### src/design/vdf_pkg.sv
// Package: register map, field layout and sizes for the display fetch address block
// ----------------------------------------------------------------------------
// What this block does
// - An 8-bit line offset register adds 0 to 255 extra words to every scan line's memory stride.
// - With a line offset of zero, consecutive scan lines are fetched back to back.
// - The visible words per line come from a separate width input; the offset only widens the stride.
// - Each frame starts fetching at the screen-1 start word, shown at the top-left pixel.
// - The start address is 15 bits: low register bits 7..0, high register bits 14..8, bit 7 reserved.
// - In normal orientation the start address counts 16-bit words, so one unit pans 16/8/4/2 pixels.
// - In rotated display mode the start address counts bytes, halving the pan step.
// - Screen 1 fills the top of each frame, fetched from upper left downward line by line.
// ----------------------------------------------------------------------------
package vdf_pkg;

  // Register offsets
  localparam logic [7:0] VDF_ADDR_START_LOW  = 8'h0c;
  localparam logic [7:0] VDF_ADDR_START_HIGH = 8'h0d;
  localparam logic [7:0] VDF_ADDR_STRIDE_EXT = 8'h12;
  localparam logic [7:0] VDF_ADDR_STATUS     = 8'h20;

  // Field layout
  localparam int VDF_START_W     = 15;
  localparam int VDF_HIGH_MSB    = 6;
  localparam int VDF_STRIDE_W    = 8;
  localparam int VDF_MEM_BYTES   = 40960;
  localparam int VDF_BADDR_W     = 16;

  // Reset values
  localparam logic [7:0] VDF_RST_START_LOW  = 8'h00;
  localparam logic [6:0] VDF_RST_START_HIGH = 7'h00;
  localparam logic [7:0] VDF_RST_STRIDE_EXT = 8'h00;

  // Fetch sequencer states
  typedef enum logic [2:0] {
    VDF_IDLE  = 3'b001,
    VDF_FETCH = 3'b010,
    VDF_WAIT  = 3'b100
  } vdf_state_t;

endpackage

### src/design/vdf_cfg_if.sv
// Interface: latched frame configuration passed from register file to fetch engine
`timescale 1ns/1ps
`default_nettype none
interface vdf_cfg_if;
  logic [14:0] start_addr;   // Start address for this frame
  logic [7:0]  stride_ext;   // Extra words per line for this frame
  logic        rotated;      // Byte addressing for this frame
  modport regs  (output start_addr, output stride_ext, output rotated);
  modport fetch (input start_addr, input stride_ext, input rotated);
endinterface
`default_nettype wire

### src/design/vdf_top.sv
// Top: register file and frame-start latching for the display fetch address block
`timescale 1ns/1ps
`default_nettype none
module vdf_top
  import vdf_pkg::*;
(
  input  wire logic        clk_i,          // Clock, 250 MHz
  input  wire logic        reset_n_i,      // Sync reset, active low
  input  wire logic [7:0]  reg_addr_i,     // Register address
  input  wire logic [7:0]  reg_wdata_i,    // Write data
  input  wire logic        reg_wr_i,       // Write strobe
  input  wire logic        reg_rd_i,       // Read strobe
  output logic      [7:0]  reg_rdata_o,    // Read data, cycle after strobe
  input  wire logic        rotated_display_mode_i, // Rotated mode select
  input  wire logic [8:0]  width_words_i,  // Visible words per line
  input  wire logic [9:0]  lines_i,        // Lines per frame
  input  wire logic        frame_start_i,  // Frame start pulse
  input  wire logic        rd_ready_i,     // Buffer accepts request
  output logic             rd_valid_o,     // Fetch request valid
  output logic      [15:0] rd_addr_o,      // Fetch byte address
  output logic             line_start_o,   // First word of line
  output logic             busy_o          // Frame in progress
);

  typedef struct packed {
    logic [7:0]  start_low;
    logic [6:0]  start_high;
    logic [7:0]  stride_ext;
    logic [14:0] act_start;
    logic [7:0]  act_stride;
    logic        act_rot;
    logic [7:0]  rdata;
    logic        fs;
  } vdf_regs_t;

  vdf_regs_t r_q, r_d;
  vdf_cfg_if cfg ();
  logic      busy;

  // ----------------------------------------------------------------------------
  // Register file and frame latch
  // ----------------------------------------------------------------------------
  always_comb begin
    r_d = r_q;
    if (reg_wr_i) begin
      if (reg_addr_i == VDF_ADDR_START_LOW) begin
        r_d.start_low = reg_wdata_i;
      end else if (reg_addr_i == VDF_ADDR_START_HIGH) begin
        r_d.start_high = reg_wdata_i[VDF_HIGH_MSB:0];
      end else if (reg_addr_i == VDF_ADDR_STRIDE_EXT) begin
        r_d.stride_ext = reg_wdata_i;
      end
    end
    // Read data: reserved bit 7 and unmapped addresses read zero
    r_d.rdata = 8'h00;
    if (reg_rd_i) begin
      if (reg_addr_i == VDF_ADDR_START_LOW) begin
        r_d.rdata = r_q.start_low;
      end else if (reg_addr_i == VDF_ADDR_START_HIGH) begin
        r_d.rdata = {1'b0, r_q.start_high};
      end else if (reg_addr_i == VDF_ADDR_STRIDE_EXT) begin
        r_d.rdata = r_q.stride_ext;
      end else if (reg_addr_i == VDF_ADDR_STATUS) begin
        r_d.rdata = {6'h00, r_q.act_rot, busy};
      end
    end
    // Working copy changes only at frame start
    if (frame_start_i && !busy) begin
      r_d.act_start  = {r_q.start_high, r_q.start_low};
      r_d.act_stride = r_q.stride_ext;
      r_d.act_rot    = rotated_display_mode_i;
    end
    // Engine start one cycle after the latch
    r_d.fs = frame_start_i && !busy;
  end

  always_ff @(posedge clk_i) begin
    if (!reset_n_i) begin
      r_q <= '{start_low: VDF_RST_START_LOW, start_high: VDF_RST_START_HIGH,
               stride_ext: VDF_RST_STRIDE_EXT, act_start: 15'h0000,
               act_stride: 8'h00, act_rot: 1'b0, rdata: 8'h00, fs: 1'b0};
    end else begin
      r_q <= r_d;
    end
  end

  // Latched values feed the engine; the engine starts one cycle after the latch
  assign cfg.start_addr = r_q.act_start;
  assign cfg.stride_ext = r_q.act_stride;
  assign cfg.rotated    = r_q.act_rot;
  assign reg_rdata_o    = r_q.rdata;
  assign busy_o         = busy;

  // ----------------------------------------------------------------------------
  // Fetch engine
  // ----------------------------------------------------------------------------
  vdf_fetch u_fetch (
    .clk_i         (clk_i),
    .reset_n_i     (reset_n_i),
    .cfg           (cfg),
    .frame_start_i (r_q.fs),
    .width_words_i (width_words_i),
    .lines_i       (lines_i),
    .rd_ready_i    (rd_ready_i),
    .rd_valid_o    (rd_valid_o),
    .rd_addr_o     (rd_addr_o),
    .line_start_o  (line_start_o),
    .busy_o        (busy)
  );

endmodule
`default_nettype wire

### src/design/vdf_fetch.sv
// Fetch engine: walks byte addresses through one frame of screen 1
`timescale 1ns/1ps
`default_nettype none
module vdf_fetch
  import vdf_pkg::*;
(
  input  wire logic             clk_i,        // Clock
  input  wire logic             reset_n_i,    // Sync reset, active low
  vdf_cfg_if.fetch              cfg,          // Frame configuration
  input  wire logic             frame_start_i,// Frame start pulse
  input  wire logic [8:0]       width_words_i,// Visible words per line
  input  wire logic [9:0]       lines_i,      // Lines per frame
  input  wire logic             rd_ready_i,   // Buffer accepts request
  output logic                  rd_valid_o,   // Request valid
  output logic [15:0]           rd_addr_o,    // Byte address of request
  output logic                  line_start_o, // First word of a line
  output logic                  busy_o        // Frame in progress
);

  typedef struct packed {
    vdf_state_t  st;
    logic [15:0] line_base;
    logic [15:0] addr;
    logic [8:0]  word_cnt;
    logic [9:0]  line_cnt;
    logic        first;
  } vdf_fetch_t;

  vdf_fetch_t s_q, s_d;
  logic [15:0] stride_b;
  logic [15:0] start_b;

  // ----------------------------------------------------------------------------
  // Address arithmetic
  // ----------------------------------------------------------------------------
  // Stride in bytes: visible words plus extra words, two bytes each
  assign stride_b = 16'({7'h00, width_words_i} + {8'h00, cfg.stride_ext}) << 1;
  // Word offset doubles to bytes; rotated mode uses it as bytes directly
  assign start_b  = cfg.rotated ? {1'b0, cfg.start_addr}
                                : {cfg.start_addr, 1'b0};

  // ----------------------------------------------------------------------------
  // Sequencer
  // ----------------------------------------------------------------------------
  // Next state
  always_comb begin
    s_d = s_q;
    case (s_q.st)
      VDF_IDLE: begin
        if (frame_start_i && width_words_i != 9'h000 && lines_i != 10'h000) begin
          s_d.st        = VDF_FETCH;
          s_d.line_base = start_b;
          s_d.addr      = start_b;
          s_d.word_cnt  = 9'h000;
          s_d.line_cnt  = 10'h000;
          s_d.first     = 1'b1;
        end
      end
      VDF_FETCH: begin
        if (rd_ready_i) begin
          s_d.first = 1'b0;
          if (s_q.word_cnt == width_words_i - 9'h001) begin
            s_d.word_cnt = 9'h000;
            if (s_q.line_cnt == lines_i - 10'h001) begin
              s_d.st = VDF_IDLE;
            end else begin
              s_d.line_cnt  = s_q.line_cnt + 10'h001;
              s_d.line_base = s_q.line_base + stride_b;
              s_d.addr      = s_q.line_base + stride_b;
              s_d.first     = 1'b1;
            end
          end else begin
            s_d.word_cnt = s_q.word_cnt + 9'h001;
            s_d.addr     = s_q.addr + 16'h0002;
          end
        end
      end
      default: begin
        s_d.st = VDF_IDLE;
      end
    endcase
  end

  // State register
  always_ff @(posedge clk_i) begin
    if (!reset_n_i) begin
      s_q <= '{st: VDF_IDLE, line_base: 16'h0000, addr: 16'h0000,
               word_cnt: 9'h000, line_cnt: 10'h000, first: 1'b0};
    end else begin
      s_q <= s_d;
    end
  end

  // Outputs
  assign rd_valid_o   = (s_q.st == VDF_FETCH);
  assign rd_addr_o    = s_q.addr;
  assign line_start_o = (s_q.st == VDF_FETCH) && s_q.first;
  assign busy_o       = (s_q.st != VDF_IDLE);

endmodule
`default_nettype wire

### config.mk
export PLATFORM = sky130hd
export DESIGN_NAME = vdf_top
export DESIGN_NICKNAME = d
export VERILOG_FILES = /design/src/design/vdf_pkg.sv /design/src/design/vdf_cfg_if.sv /design/src/design/vdf_top.sv /design/src/design/vdf_fetch.sv
export SDC_FILE = /design/constraint.sdc
export NUM_CORES = 1
export LEC_CHECK = 0
export BUFFER_PORTS_ARGS = -buffer_cell sky130_fd_sc_hd__buf_2
export CAP_MARGIN = 25
export CORE_MARGIN = 1.5
export CORE_UTILIZATION = 25
export CTS_CLUSTER_DIAMETER = 30
export DETAILED_ROUTE_END_ITERATION = 12
export GPL_TIMING_DRIVEN = 0
export PLACE_DENSITY = 0.53
export SETUP_SLACK_MARGIN = 0.05
export SLEW_MARGIN = 40
export SYNTH_ARGS = -nofsm -noshare
export SYNTH_HDL_FRONTEND = slang
export SYNTH_SLANG_ARGS = --single-unit
### constraint.sdc
create_clock -name clk_i -period 3 [get_ports clk_i]
set_input_delay 0.15 -clock clk_i [delete_from_list [all_inputs] [get_ports clk_i]]
set_output_delay 0.15 -clock clk_i [all_outputs]
set_load 0.1 [all_outputs]
==> summary.txt <==
Global route
  • Vias in the first global route: roughly 6,000
  • GR Util All Layers: 15.00%
  • Initial antenna violation count: 0
  • Grt total ovfl: 0
  • Pin count of the biggest net entering global routing: 21
  • First-pass GRT wire length: roughly 32,000 µm

Yosys
  • FFs w/ async S/R, synth: 0%
  • Syn_area_per_cell: 8.074 µm²
  • Synth Warn #: 0
  • Seq/Total Area, Yosys: between 30 and 40%
  • Number of synthesized register bits: 110
  • Netlist cell types: 72
  • Ys flop type: dfxtp_1
  • Syn Std Cell Area: between 0.006 and 0.007 mm²
  • EDFF count, synth: 0
  • Syn nets: ~880
  • Post-synthesis cell count: 814

Setup path
  • CP arrival: 3.76 ns
  • CP Max Fanout: 3
  • WS Path Type: register to register
  • Register-to-Register Path Depth: 18
  • Worst setup EP type: register
  • FF-to-FF setup slack: -0.45 ns
  • Crit Reg-Reg Startpoint: cfg.stride_ext[1]$_SDFFE_PN0P_
  • Critical Path Source Type: register
  • Worst R2R End: u_fetch.rd_addr_o[13]$_SDFFE_PN0P_
  • Critical Path RT: 3.31 ns

Timing
  • RSZ-0062 raised after global routing: yes
  • Period utilisation layout: 114.9%
  • Hold Fails Final Rpt: 0
  • Slew Viols, Final: 0
  • Final setup margin: -0.4474 ns
  • Min Tclk post-route: 3.447 ns
  • Slew @ Worst Pin: 0.8187 ns
  • Setup Skew: 0.01276 ns
  • Relative slew slack: 45.42%
  • Max Clk Rate: 0.2901 GHz
  • Setup-failing EPs final: 16

Worst hold path
  • Worst Hold End: r_q[40]$_SDFFE_PN0P_
  • WHS Path Cells: 3
  • Worst hold-check path type: input pin to register
  • Hold path startpoint: reg_wdata_i[7]

Run
  • Max-Cap Viols: 0

Die
  • Die area: between 0.02 and 0.03 mm²
  • Die Span X: 165.1 µm
  • Std cell rows: 59
  • Initial Utilization: between 20% and 30%
  • Area of the core: 0.02591 mm²
  • Num ports: just under 70
  • Die Y: 165.1 µm

Clocking
  • Num CTS Buffers: 9
  • Clk Latency, worst-skew pair: between 0.3 and 0.4 ns
  • CTS Root Cell: clkbuf_16
  • Cts hold-fix bufs: 0
  • H-tree depth: 3
  • Clock Tree Buf Depth: 2
  • Worst-path clk slew: about 0.080 ns
  • Clock Sink Count: 110
  • CTS tree: done

Layout
  • Filler cells: 2,737
  • ANT cells: 0
  • Synth-to-Final Area Change: 26.40%
  • Area of the multi-input gates: 0.004393 mm²
  • Layout cells sized above 1: 24.62%
  • Nets: 991
  • Sequential cell area: 0.002207 mm²

Drt
  • Via-per-instance ratio: 4.992
  • TritonRoute pass-1 iters: 5
  • DRT Wirelength: 20,390 µm
  • Antenna Nets Post-Route: 0
  • Initial DRC Count: 353
  • Remaining DRCs: 0
  • DR WL/cell: approximately 16 µm
  • Routed vias: 6,295

Run status
  • Status: finished with violations
  • Failing checks: setup timing

Placed design
  • DP Worst Slack: -0.5755 ns
  • Final Wtd Congestion: 0.8357
  • I/O Buffers: 67
  • HPWL Detailed: 15,100 µm

Power and ir drop
  • Worst vdd ir: 287.6 µV
  • Lkg Pwr: just over 3 nW
  • Total power: 0.003310 W
  • P per Cell Area: 398.4 mW/mm²
## through the flow
stage | TNS, ns | area, µm² | utilization [%] | hold slack [ns] | instances
2_1_floorplan | -0.7475 | 6661 | - | 0.2510 | 814
3_3_place_gp | -17.27 | 7416 | 28.62 | 0.4170 | 1216
5_1_grt | -8.241 | 8308 | 32.06 | 0.04958 | 1261
3_5_place_dp | -15.91 | 7416 | 28.62 | 0.4098 | 1216
6_report | -5.259 | 8308 | 32.06 | 0.04162 | 1261
4_1_cts | -5.506 | 8000 | 30.88 | 0.02498 | 1254
## final cells by class
| cell class | instances | share of cell area [%] |
|---|---|---|
| clock inverters | 7 | 0.7380 |
| multi-input cells | 621 | 52.88 |
| clock buffers | 9 | 2.711 |
| flip-flops and latches | 110 | 26.57 |
| well taps | 335 | 5.045 |
| repair buffers | 98 | 7.063 |
| plain buffers | 64 | 4.232 |
| inverters | 17 | 0.7681 |
## sequential cells by signal, summed over array words and instances (netlist names)
register	count
cfg.stride_ext	8
cfg.start_addr	15
r_q	24
reg_rdata_o	8
cfg.rotated	1
u_fetch.s_q	38
u_fetch.rd_addr_o	16
## synthesized netlist by cell type (9+ instances only)
cell type | number | area [µm²]
a21o_1 | 11 | 82.58
a21oi_1 | 63 | 315.3
a31oi_1 | 15 | 93.84
and3_1 | 13 | 81.33
buf_4 | 26 | 195.2
clkbuf_1 | 33 | 123.9
dfxtp_1 | 110 | 2202
ha_1 | 26 | 325.3
inv_1 | 17 | 63.81
mux2i_1 | 27 | 270.3
nand2_1 | 102 | 382.9
nand3_1 | 26 | 130.1
nor2_1 | 87 | 326.6
nor3_1 | 12 | 60.06
o21ai_0 | 35 | 175.2
or3_1 | 9 | 56.30
xnor2_1 | 42 | 367.9
xor2_1 | 16 | 140.1
## worst max-delay path, cell delays in order (launching register included)
cell      delay (ns)
dfxtp_4         0.37
ha_4            0.23
a21o_1          0.19
a21oi_2         0.14
o21bai_1        0.09
a21oi_2         0.16
o21bai_1        0.09
a21oi_2         0.21
xnor2_2         0.08
ha_2            0.18
or3_4           0.40
a221oi_4        0.26
o41ai_4         0.10
a21oi_2         0.16
buf_6           0.16
nor2_4          0.05
xnor2_1         0.12
o211ai_1        0.22
o211a_1         0.17
## placed cells by master, fill, tap and decap left out, types with 7 or more instances in the layout
master	netlist	routed
dfxtp_1	110	108
nand2_1	102	101
nor2_1	87	80
buf_2	3	70
buf_4	26	52
a21oi_1	63	50
xnor2_1	42	34
clkbuf_1	33	30
mux2i_1	27	27
o21ai_0	35	25
nand3_1	26	25
ha_1	26	19
inv_1	17	16
a31oi_1	15	15
xor2_1	16	15
a21oi_2	0	13
and3_1	13	12
nor3_1	12	10
a21o_1	11	10
clkbuf_16	0	9
o211ai_1	8	8
nand4_1	8	8
o21bai_1	8	8
or3_1	9	7
o21ai_1	2	7
nor2b_1	8	7
a211oi_1	8	7
## power by group
group	switching, W	total, W	internal (W)
sequential	0.0000319	0.00152	0.00148
clock	0.000611	0.00119	0.000583
combinational	0.000377	0.000600	0.000223
## worst max path at each step
stage,start,endpoint
floorplan,cfg.stride_ext[0]$_SDFFE_PN0P_,u_fetch.rd_addr_o[11]$_SDFFE_PN0P_
global placement,u_fetch.s_q[52]$_SDFFE_PN1P_,u_fetch.rd_addr_o[9]$_SDFFE_PN0P_
detailed placement,width_words_i[0],u_fetch.rd_addr_o[14]$_SDFFE_PN0P_
CTS,cfg.stride_ext[0]$_SDFFE_PN0P_,u_fetch.rd_addr_o[14]$_SDFFE_PN0P_
global route,cfg.stride_ext[1]$_SDFFE_PN0P_,u_fetch.rd_addr_o[13]$_SDFFE_PN0P_
finish,cfg.stride_ext[1]$_SDFFE_PN0P_,u_fetch.rd_addr_o[13]$_SDFFE_PN0P_
## layer usage
layer,routed length (µm),global-route usage (%),vias up
li1,-,-,3097
met1,8831,18.64,2963
met2,9782,25.39,201
met3,1261,3.097,34
met4,518,5.651,0
met5,0,0,-
## repair_timing
action                                  in CTS  in global routing
endpoints found under the setup margin      44                 46
buffers inserted                            24                 12
pin swaps                                   51                 36
resized for setup                           29                 47
## cell families after synthesis
logic type                 Yosys count  synth area share, %
and+or+nand+nor                    304                21.87
AOI/OAI and AO/OA                  200                20.12
DFF                                110                33.50
buffers and inverters               83                6.415
xor gates and xnor gates            58                7.729
muxes                               31                4.797
adders and majority gates           28                5.559
Note: power is estimated with default switching activity, not from simulation.
